<file path="src/hdl/mci_consts.svh">
// Constants of the module command and input mask block.
// Assumes an APB slave with 32-bit data and word-aligned registers.
`ifndef MCI_CONSTS_SVH
`define MCI_CONSTS_SVH

// ----------------------------------------
// Register byte addresses
// ----------------------------------------
`define MCI_ADDR_MASK 12'h000
`define MCI_ADDR_HOMING 12'h004
`define MCI_ADDR_COMMAND 12'h008
`define MCI_ADDR_CONTROL 12'h00C
`define MCI_ADDR_STATUS 12'h010

// ----------------------------------------
// Field positions
// ----------------------------------------
`define MCI_LOW_LSB 0
`define MCI_HIGH_LSB 8
`define MCI_INV_LSB 16
`define MCI_MASK_USED 32'h000F0F0F
`define MCI_HOMING_USED 32'h000000FF
`define MCI_MOTOR_SET_LSB 24

// ----------------------------------------
// Reset values
// ----------------------------------------
`define MCI_MASK_RST 32'h00000000
`define MCI_HOMING_RST 8'h00
`define MCI_CONTROL_RST 32'h00000000

// ----------------------------------------
// Command codes
// ----------------------------------------
`define MCI_CMD_NOP 32'h00000000
`define MCI_CMD_RESET 32'h00000001
`define MCI_CMD_SAVE 32'h00000010
`define MCI_CMD_IDENT 32'h00000011
`define MCI_CMD_DEFAULTS 32'h00000012
`define MCI_CMD_SYNC_ON 32'h00000013
`define MCI_CMD_SYNC_OFF 32'h00000014
`define MCI_CMD_REINIT 32'h00000015
`define MCI_CMD_CYC_STOP 32'h00000016
`define MCI_CMD_CYC_GO 32'h00000017
`define MCI_CMD_SYNC_RESET 32'h00000101
`define MCI_CMD_MOTOR_SAVE 32'h00000110

// ----------------------------------------
// Timing
// ----------------------------------------
`define MCI_CLK_HZ 50000000
`define MCI_IDENT_S 120
`define MCI_SEC_CYCLES (`MCI_CLK_HZ)
`define MCI_BLINK_CYCLES (`MCI_CLK_HZ / 4)

`endif

</file>
<file path="src/hdl/mci_pkg.sv">
// Types of the module command and input mask block.
// Assumes the constants header is included by the design.
package mci_pkg;

   typedef struct packed {
      logic [3:0] invert;
      logic [3:0] high_sel;
      logic [3:0] low_sel;
   } mci_mask_t;

   typedef struct packed {
      logic module_reset;
      logic flash_save;
      logic factory_restore;
      logic cyclic_reinit;
      logic motor_reset;
      logic motor_save_resync;
   } mci_pulse_t;

   typedef struct packed {
      logic valid;
      logic [31:0] code;
   } mci_fwd_t;

endpackage : mci_pkg

</file>
<file path="src/hdl/mci_core.sv">
// Register logic of the motor interface module: limit input mask,
// default homing method and command interpreter behind an APB slave.
// Assumes inputs synchronous to ref_clk; actions beyond this block are
// taken by the logic that receives the one-cycle pulses.
//
// The APB slave port and the placing of the registers were left to the implementer.
`timescale 1ns/1ps
`include "mci_consts.svh"

module mci_core
   import mci_pkg::*;
#(
   parameter int SEC_CYCLES = `MCI_SEC_CYCLES,
   parameter int BLINK_CYCLES = `MCI_BLINK_CYCLES,
   parameter bit MOTOR_FAMILY_A = 1'b1
)
(
   input wire logic ref_clk,
   input wire logic rst,
   input wire logic psel,
   input wire logic penable,
   input wire logic pwrite,
   input wire logic [11:0] paddr,
   input wire logic [31:0] pwdata,
   input wire logic [3:0] pstrb,
   output logic [31:0] prdata,
   output logic pready,
   output logic pslverr,
   input wire logic [3:0] digital_input_lines,
   input wire logic drive_profile_on,
   input wire logic bus_sync_pulse,
   input wire logic [7:0] stored_homing,
   input wire logic stored_valid,
   output logic neg_limit,
   output logic pos_limit,
   output logic [7:0] active_homing,
   output logic digital_output_one,
   output logic power_led,
   output logic cyclic_write_on,
   output mci_pulse_t action,
   output mci_fwd_t motor_cmd
);

   // ----------------------------------------
   // Bus decode
   // ----------------------------------------
   logic wr_en;
   logic rd_en;
   logic hit;
   logic [31:0] limit_input_mask;
   logic [7:0] default_homing_select;
   logic [31:0] ctrl;
   logic [31:0] last_code;
   logic sync_route;
   logic ident_on;
   logic power_up_done;
   logic [$clog2(SEC_CYCLES+1)-1:0] sec_cnt;
   logic [6:0] ident_secs;
   logic [$clog2(BLINK_CYCLES+1)-1:0] blink_cnt;
   logic blink;
   logic [31:0] next_prdata;
   mci_mask_t mask;

   assign wr_en = psel & penable & pwrite;
   assign rd_en = psel & penable & ~pwrite;
   assign hit = (paddr == `MCI_ADDR_MASK) || (paddr == `MCI_ADDR_HOMING)
      || (paddr == `MCI_ADDR_COMMAND) || (paddr == `MCI_ADDR_CONTROL)
      || (paddr == `MCI_ADDR_STATUS);
   assign pready = 1'b1;
   // Unmapped, reading write-only, or writing status gives an error
   assign pslverr = psel & penable & (~hit
      | (~pwrite & (paddr == `MCI_ADDR_COMMAND))
      | (pwrite & (paddr == `MCI_ADDR_STATUS)));

   function automatic logic [31:0] merge(input logic [31:0] old,
      input logic [31:0] nw, input logic [3:0] strb);
      logic [31:0] r;
      r = old;
      for (int i = 0; i < 4; i++)
      begin
         if (strb[i])
         begin
            r[i*8 +: 8] = nw[i*8 +: 8];
         end
      end
      return r;
   endfunction : merge

   // ----------------------------------------
   // Configuration registers
   // ----------------------------------------
   always_ff @(posedge ref_clk)
   begin
      if (rst || action.factory_restore)
      begin
         limit_input_mask <= `MCI_MASK_RST;
         ctrl <= `MCI_CONTROL_RST;
      end
      else if (wr_en && paddr == `MCI_ADDR_MASK)
      begin
         limit_input_mask <= merge(limit_input_mask, pwdata, pstrb)
            & `MCI_MASK_USED;
      end
      else if (wr_en && paddr == `MCI_ADDR_CONTROL)
      begin
         ctrl <= merge(ctrl, pwdata, pstrb);
      end
   end

   always_ff @(posedge ref_clk)
   begin
      if (rst || action.factory_restore)
      begin
         default_homing_select <= `MCI_HOMING_RST;
      end
      else if (wr_en && paddr == `MCI_ADDR_HOMING && pstrb[0])
      begin
         default_homing_select <= pwdata[7:0];
      end
   end

   // Power-up load of the homing method from flash contents
   always_ff @(posedge ref_clk)
   begin
      if (rst)
      begin
         active_homing <= 8'h00;
         power_up_done <= 1'b0;
      end
      else if (!power_up_done && stored_valid)
      begin
         active_homing <= stored_homing;
         power_up_done <= 1'b1;
      end
   end

   // ----------------------------------------
   // Limit switch mapping
   // ----------------------------------------
   assign mask = mci_mask_t'({limit_input_mask[19:16],
      limit_input_mask[11:8], limit_input_mask[3:0]});

   always_ff @(posedge ref_clk)
   begin
      if (rst)
      begin
         neg_limit <= 1'b0;
         pos_limit <= 1'b0;
      end
      else
      begin
         // Ignored unless the standard drive profile is chosen
         neg_limit <= drive_profile_on
            & |(mask.low_sel & (digital_input_lines ^ mask.invert));
         pos_limit <= drive_profile_on
            & |(mask.high_sel & (digital_input_lines ^ mask.invert));
      end
   end

   // ----------------------------------------
   // Command interpreter
   // ----------------------------------------
   logic cmd_new;
   assign cmd_new = wr_en && paddr == `MCI_ADDR_COMMAND
      && pwdata != last_code;

   // A command register with partial strobes still takes the whole code
   always_ff @(posedge ref_clk)
   begin
      if (rst)
      begin
         last_code <= `MCI_CMD_NOP;
      end
      else if (wr_en && paddr == `MCI_ADDR_COMMAND)
      begin
         last_code <= pwdata;
      end
   end

   always_ff @(posedge ref_clk)
   begin
      if (rst)
      begin
         action <= '0;
         motor_cmd <= '0;
      end
      else
      begin
         action <= '0;
         motor_cmd.valid <= 1'b0;
         if (cmd_new)
         begin
            case (pwdata)
               `MCI_CMD_RESET: action.module_reset <= 1'b1;
               `MCI_CMD_SAVE: action.flash_save <= 1'b1;
               `MCI_CMD_DEFAULTS: action.factory_restore <= 1'b1;
               `MCI_CMD_REINIT:
                  action.cyclic_reinit <= MOTOR_FAMILY_A;
               `MCI_CMD_SYNC_RESET: action.motor_reset <= 1'b1;
               `MCI_CMD_MOTOR_SAVE:
                  action.motor_save_resync <= 1'b1;
               default:
               begin
                  // Codes in the motor sets go to the motor controller
                  if (pwdata[31:`MCI_MOTOR_SET_LSB] != 8'h00)
                  begin
                     motor_cmd.valid <= 1'b1;
                     motor_cmd.code <= pwdata;
                  end
               end
            endcase
         end
      end
   end

   always_ff @(posedge ref_clk)
   begin
      if (rst || action.factory_restore)
      begin
         sync_route <= 1'b0;
         cyclic_write_on <= 1'b1;
      end
      else if (cmd_new && MOTOR_FAMILY_A)
      begin
         case (pwdata)
            `MCI_CMD_SYNC_ON: sync_route <= 1'b1;
            `MCI_CMD_SYNC_OFF: sync_route <= 1'b0;
            `MCI_CMD_CYC_STOP: cyclic_write_on <= 1'b0;
            `MCI_CMD_CYC_GO: cyclic_write_on <= 1'b1;
            default: sync_route <= sync_route;
         endcase
      end
   end

   always_ff @(posedge ref_clk)
   begin
      if (rst)
      begin
         digital_output_one <= 1'b0;
      end
      else
      begin
         digital_output_one <= sync_route & bus_sync_pulse;
      end
   end

   // ----------------------------------------
   // Identification blink
   // ----------------------------------------
   always_ff @(posedge ref_clk)
   begin
      if (rst)
      begin
         ident_on <= 1'b0;
         ident_secs <= '0;
         sec_cnt <= '0;
      end
      else if (cmd_new && pwdata == `MCI_CMD_IDENT && MOTOR_FAMILY_A)
      begin
         ident_on <= 1'b1;
         ident_secs <= 7'(`MCI_IDENT_S);
         sec_cnt <= '0;
      end
      else if (ident_on)
      begin
         if (sec_cnt == ($bits(sec_cnt))'(SEC_CYCLES - 1))
         begin
            sec_cnt <= '0;
            ident_secs <= ident_secs - 7'h01;
            if (ident_secs == 7'h01)
            begin
               ident_on <= 1'b0;
            end
         end
         else
         begin
            sec_cnt <= sec_cnt + 1'b1;
         end
      end
   end

   always_ff @(posedge ref_clk)
   begin
      if (rst || !ident_on)
      begin
         blink_cnt <= '0;
         blink <= 1'b0;
      end
      else if (blink_cnt == ($bits(blink_cnt))'(BLINK_CYCLES - 1))
      begin
         blink_cnt <= '0;
         blink <= ~blink;
      end
      else
      begin
         blink_cnt <= blink_cnt + 1'b1;
      end
   end

   // Power LED lit steadily outside identification
   assign power_led = ident_on ? ~blink : 1'b1;

   // ----------------------------------------
   // Read data
   // ----------------------------------------
   always_comb
   begin
      next_prdata = 32'h00000000;
      case (paddr)
         `MCI_ADDR_MASK: next_prdata = limit_input_mask;
         `MCI_ADDR_HOMING: next_prdata = {24'h000000, default_homing_select};
         `MCI_ADDR_CONTROL: next_prdata = ctrl;
         `MCI_ADDR_STATUS: next_prdata = {22'h000000, active_homing,
            ident_on, sync_route};
         default: next_prdata = 32'h00000000;
      endcase
   end

   always_ff @(posedge ref_clk)
   begin
      if (rst)
      begin
         prdata <= 32'h00000000;
      end
      else if (psel && !penable && !pwrite)
      begin
         prdata <= next_prdata;
      end
   end

endmodule : mci_core

</file>
<file path="config.mk">
export PLATFORM = sky130hd
export DESIGN_NAME = mci_core
export DESIGN_NICKNAME = d
export VERILOG_FILES = /design/src/hdl/mci_pkg.sv /design/src/hdl/mci_core.sv
export VERILOG_INCLUDE_DIRS = /design/src /design/src/hdl
export SDC_FILE = /design/constraint.sdc
export NUM_CORES = 1
export LEC_CHECK = 0
export BUFFER_PORTS_ARGS = -buffer_cell sky130_fd_sc_hd__buf_2
export CAP_MARGIN = 0
export CORE_AREA = 4 4 164 166
export CTS_CLUSTER_DIAMETER = 120
export CTS_CLUSTER_SIZE = 16
export DETAILED_ROUTE_END_ITERATION = 7
export DIE_AREA = 0 0 168 170
export GPL_ROUTABILITY_DRIVEN = 0
export SYNTH_ARGS = -nofsm -noshare
export SYNTH_HDL_FRONTEND = slang
export SYNTH_SLANG_ARGS = --single-unit
</file>
<file path="constraint.sdc">
create_clock -name ref_clk -period 5.5 [get_ports ref_clk]
set_clock_uncertainty 0.05 [all_clocks]
set_input_delay 0.55 -clock ref_clk [delete_from_list [all_inputs] [get_ports ref_clk]]
set_output_delay 0.55 -clock ref_clk [all_outputs]
set_load 0.02 [all_outputs]
</file>
* Yosys cells after proc, flatten, opt, wreduce, memory -nomap -nowiden
Index checks and enable logic that the tools add are counted.
** Cells by class
- $add $sub $neg :: 3
- Equality and inequality tests :: 19
- Muxes and demuxes :: 19
- Bitwise operators :: 19
- Reduce and logical (&&, ||, !) cells :: 45
** Operators with widths (count)
- 32-bit by 5-bit == test with 1-bit output (second input constant) :: 8
- 32-bit one-hot mux with 4 select lines :: 1
- 32-bit by 9-bit == test with 1-bit output (second input constant) :: 2
- 33-bit two-way mux :: 1
- 32-bit by 1-bit == test with 1-bit output (second input constant) :: 1
- 32-bit inequality test :: 1
- 26-bit by 1-bit adder with 26-bit output (second input constant) :: 1
- 26-bit == test (second input constant) :: 1
- 26-bit two-way mux :: 1
- 24-bit by 1-bit adder with 24-bit output (second input constant) :: 1
- 12-bit by 4-bit == test with 1-bit output (second input constant) :: 2
- 24-bit == test (second input constant) :: 1
- 7-bit two-way mux :: 3
- 3-bit AND reduction :: 5
- 2-bit AND reduction :: 7
- 12-bit by 3-bit == test with 1-bit output (second input constant) :: 1
- 12-bit by 5-bit == test with 1-bit output (second input constant) :: 1
- 12-bit logical NOT :: 1
- 1-bit two-way mux :: 11
- 1-bit logical AND :: 10
- 1-bit AND :: 8
- 4-bit AND :: 2
- 2-bit nonzero test :: 4
- 8-bit nonzero test :: 1
- 12 further kinds :: 30
** Word-level totals
- Register bits :: 228
- Input port bits :: 68
- Output and inout port bits :: 86
- Logic and storage cells :: 136

* Depth between registers and ports, before layout
- Depth in word-level cells :: 9
- Mapped depth :: 8
- Depth with buffers taken out :: 6

* Least setup slack after synthesis
No wires, ideal clock.
- Path kind :: input to register
- Start point :: input port paddr[10]
- End point :: register ident_secs[0]
- Setup time :: 0.132 ns
- Data arrival time :: 2.307 ns
- Data required time :: 5.318 ns
- Path slack :: 3.012 ns
- Cell stages on the path :: 7
- Buffers on the path :: 2
- Path through :: or4_4 -> or3_4 -> nor4_2 -> o211a_1 -> buf_4 -> buf_6 -> nor3_1
** Between the ends
- Cells in the longest elaborated chain, start to end :: 5
** RTL lines
- start, declared :: line mci_core.sv:23 : input wire logic [11:0] paddr,
- 12-bit by 4-bit == test with 1-bit output (no line)
- 1-bit logical AND (no line)
- 1-bit logical AND :: line mci_core.sv:164 : assign cmd_new = wr_en && paddr == `MCI_ADDR_COMMAND
- 1-bit logical AND (no line)
- 2-bit OR reduction (no line)
- end signal, assigned :: line mci_core.sv:261 : ident_secs <= 7'(`MCI_IDENT_S);
- end signal, assigned :: line mci_core.sv:269 : ident_secs <= ident_secs - 7'h01;
- end, declared :: line mci_core.sv:58 : logic [6:0] ident_secs;
No other way between the ends.
A chain may end at the register's enable or synchronous reset.

* Worst setup path after layout
- Start point :: input port paddr[10]
- End point :: register motor_cmd[26] (netlist bit)
** Between the ends
- Cells in the longest elaborated chain, start to end :: 4
** RTL lines
- 12-bit by 4-bit == test with 1-bit output (no line)
- 1-bit logical AND (no line)
- 1-bit logical AND :: line mci_core.sv:164
- 3-bit AND reduction (no line)
- end, declared :: line mci_core.sv:41 : output mci_fwd_t motor_cmd
No other way between the ends.

==> summary.txt <==
Worst path buffer plus inverter count = 2
Flip-flop and latch count after synthesis = 228
Category of the most critical setup path = in -> reg
Number of cells on the critical path = 7
CTS tree = done
Total CTS buffers = 18
WL/cell = 16.8 um
Number of enable flip-flop cells after synthesis = 0
Avg Vias per Cell = 5.21
Setup repair after global routing missed its margin = no
Setup WS post-layout = 2.62 ns
Storage cell area = 4560 um^2
Final cell count without fillers = 1,581
Total die area = 28,600 um^2
Worst hold-check path type = in -> reg
Antenna violations before repair = 0
Post-synthesis adder-cell area fraction = 0.00497
Antenna Cells = 0
Clock-pin slew on the worst setup and hold paths = 0.07 ns
Main synth FF type = sky130_fd_sc_hd__dfxtp_1
Flop-to-flop setup slack = 2.73 ns
Net count of the finished layout = 1,318
Count of buffers from port buffering = 152
Compound-Gate Fraction of Synth Area = 0.0808
Initial cell density of the core = 0.393
CTS H-Tree Depth = 1
Highest-count cells in the layout ignoring fill and taps = sky130_fd_sc_hd__dfxtp_1 (228), sky130_fd_sc_hd__nand2_1 (172), sky130_fd_sc_hd__buf_2 (151), sky130_fd_sc_hd__a21oi_1 (84), sky130_fd_sc_hd__nor2_1 (78)
Clk sinks = 228
Cell chain of the critical path = buf_2 -> or4_4 -> nor3_1 -> nand3_1 -> a21oi_4 -> buf_4 -> mux2i_1
Vias in the first global route = 7,714
Proportion of synthesized area in mux cells = 0.0786
Pwr dens = 261 nW/um^2
Total Wirelength = 26,600 um
Netlist cell types = 59
Filler cells = 2,554
Max FO, Critical Path = 26
Iteration-0 DRC count of the detailed router = 565
Depth of the worst register-to-register path = 5
Hold buffer count at CTS = 0
F_max = 347 MHz
Max Root-Sink Buffers = 3
Area growth syn-to-layout = 14.2%
Normalized max-slew margin = 0.249
Post-synthesis xor/xnor area fraction = 0.0775
Placed Cells = 1,561
Fraction of layout instances using a drive strength above 1 = 0.168
RR Startpoint = sec_cnt[3]
Outcome = finished clean
Yosys warns = 0
Asr flop ratio synth = 0
Data arrival, critical path = 3.26 ns
Clock period minus final worst setup slack = 2.88 ns
Sum of negative setup slack = 0 ns
Clock latency reported for the late side of the worst-skew pair = 0.51 ns
Cell family contributing the most delay on the critical path = simple AND/OR/NAND/NOR gates
Number of gates resized after cts = 0
Worst R2R End = sec_cnt[23]
Register area share after synthesis = 0.454
Number of vias after detailed routing = 8,244
Total global-route track usage = 0.179
Slew at the pin closest to its max-slew limit = 1.13 ns
Simple-gate portion of the synthesized area = 0.271
Number of slew-limit violations in the final report = 0
Worst voltage drop across the vdd grid = 0.187 mV
Die W = 168 um
Commonest non-fill, non-tap cell in the layout = sky130_fd_sc_hd__dfxtp_1
Pin count of the biggest net entering global routing = 88
Setup repair bufs after CTS = 0
Type of element capturing the critical path = flop
Leakage dissipation = 4.33 nW
Post-detailed-placement half-perimeter wirelength = 18,500 um
Global-route wire length before repair = 42,400 um
Delay contributed by the slowest stage of the critical path = 0.86 ns
Final setup violation count = 0
Buffer type at the clock tree root = sky130_fd_sc_hd__clkbuf_16
Slowest-stage cell, CP = sky130_fd_sc_hd__a21oi_4
Netlist area before placement = 10,100 um^2
Mean area per synthesized cell = 8.84 um^2
Synthesized netlist cell count = 1,138
Remaining antenna violation count after routing = 0
Number of max-capacitance violations reported = 0
Final hold violation count = 0
Number of design rule violations left after detail routing = 0
Top-level port count = 154
Largest family of logic cells by synthesized area = simple AND/OR/NAND/NOR gates
Total area of multi-input combinational cells = 5180 um^2
Hold worst-path end = power_up_done
Vertical die dimension = 170 um
Placement Rows = 59
Depth of the worst hold-timing path = 3
First-pass detailed-route iteration total = 5
Startpoint of the worst hold path = stored_valid
Overall overflow remaining after global route = 0
Critical path required time = 5.87 ns
Fin crit share = 0.524
Core Area = 25,600 um^2
Synth Net Count = 1,210
Kind of start point of the critical path = input pin
Worst slack, placed = 2.09 ns
==> cell type report <==
class,instances,share of cell area
tap,335,0.0365
clock buffer,18,0.0392
inverter,8,0.00261
clock inverter,2,0.00283
multi-input combinational,831,0.451
timing repair buffer,159,0.0710
sequential,228,0.397
==> through the flow <==
| step | hold WS, ns | utilization | area, um^2 | power, mW |
|---|---|---|---|---|
| 2_1_floorplan | 0.372 | - | 10100 | 1.78 |
| 3_3_place_gp | 0.386 | 0.430 | 11000 | 1.85 |
| 3_5_place_dp | 0.391 | 0.430 | 11000 | 1.85 |
| 4_1_cts | 0.213 | 0.449 | 11500 | 3.04 |
| 5_1_grt | 0.240 | 0.449 | 11500 | 3.11 |
| 6_report | 0.231 | 0.449 | 11500 | 3.00 |
==> power breakdown <==
| part | leakage [nW] | switching, mW | internal [mW] |
|---|---|---|---|
| Combinational | 2.26 | 0.104 | 0.0504 |
| Sequential | 1.84 | 0.00364 | 1.65 |
| Clock | 0.236 | 0.595 | 0.592 |
==> cell usage after synthesis, types with 4 or more instances <==
library cell | n | area share
sky130_fd_sc_hd__buf_2 | 14 | 0.0070
sky130_fd_sc_hd__xor2_1 | 62 | 0.054
sky130_fd_sc_hd__and3_1 | 15 | 0.0093
sky130_fd_sc_hd__ha_1 | 4 | 0.0050
sky130_fd_sc_hd__inv_1 | 8 | 0.0030
sky130_fd_sc_hd__a222oi_1 | 6 | 0.0060
sky130_fd_sc_hd__nand3_1 | 39 | 0.019
sky130_fd_sc_hd__nand2b_1 | 66 | 0.041
sky130_fd_sc_hd__dfxtp_1 | 228 | 0.45
sky130_fd_sc_hd__nor2_1 | 78 | 0.029
sky130_fd_sc_hd__nor3_1 | 41 | 0.020
sky130_fd_sc_hd__nand4_1 | 24 | 0.015
sky130_fd_sc_hd__mux2i_1 | 70 | 0.070
sky130_fd_sc_hd__a22oi_1 | 14 | 0.010
sky130_fd_sc_hd__nor3b_1 | 7 | 0.0052
sky130_fd_sc_hd__nor2b_1 | 6 | 0.0037
sky130_fd_sc_hd__and4_1 | 15 | 0.013
sky130_fd_sc_hd__a211oi_1 | 6 | 0.0045
sky130_fd_sc_hd__mux2_2 | 8 | 0.0090
sky130_fd_sc_hd__o21ai_1 | 10 | 0.0050
sky130_fd_sc_hd__nor4_1 | 23 | 0.014
sky130_fd_sc_hd__xnor2_1 | 27 | 0.023
sky130_fd_sc_hd__clkbuf_1 | 50 | 0.019
sky130_fd_sc_hd__a21oi_1 | 84 | 0.042
sky130_fd_sc_hd__nand2_1 | 172 | 0.064
==> per-layer routing <==
metal / global-route usage / vias to the layer above / wire length [um]
met4: 0.0335 / 0 / 383
met1: 0.251 / 3889 / 12600
met3: 0.0283 / 28 / 1480
met2: 0.295 / 195 / 12100
li1: - / 4132 / -
met5: 0 / - / 0
==> flip-flops by register name, indices dropped and copies added, names as in the netlist <==
signal and cells:
digital_output_one 1, default_homing_select 8, ctrl 32, blink_cnt 24, action 6, limit_input_mask 12, pos_limit 1, blink 1
ident_secs 7, neg_limit 1, cyclic_write_on 1, prdata 32, last_code 32, power_up_done 1, ident_on 1, active_homing 8
sync_route 1, motor_cmd 33, sec_cnt 26
==> tightest hold or removal path, cell delays in order <==
cell and delay, ns:
sky130_fd_sc_hd__buf_2 0.08, sky130_fd_sc_hd__nor2_1 0.04, sky130_fd_sc_hd__nor2_1 0.06
==> worst max-delay path by stage <==
stage / from / end / slack (ns)
6_report: paddr[10] / motor_cmd[26] / 2.62
5_1_grt: paddr[10] / motor_cmd[28] / 2.43
4_1_cts: paddr[10] / motor_cmd[26] / 2.61
3_5_place_dp: paddr[10] / motor_cmd[29] / 2.09
3_3_place_gp: paddr[10] / motor_cmd[27] / 2.18
2_1_floorplan: paddr[10] / ident_secs[0] / 3.01
==> kinds of logic (layout without fill, tap and decap cells) <==
logic type               Yosys count  after routing
XOR/XNOR                          89             89
adder cells (fa/ha/maj)            4              4
buffers and inverters             79            187
other                              1              1
multiplexers                      78             78
AND/OR/NAND/NOR                  525            525
AO/OA/AOI/OAI                    134            134
flip-flops                       228            228
Note: power is estimated with default switching activity, not from simulation.
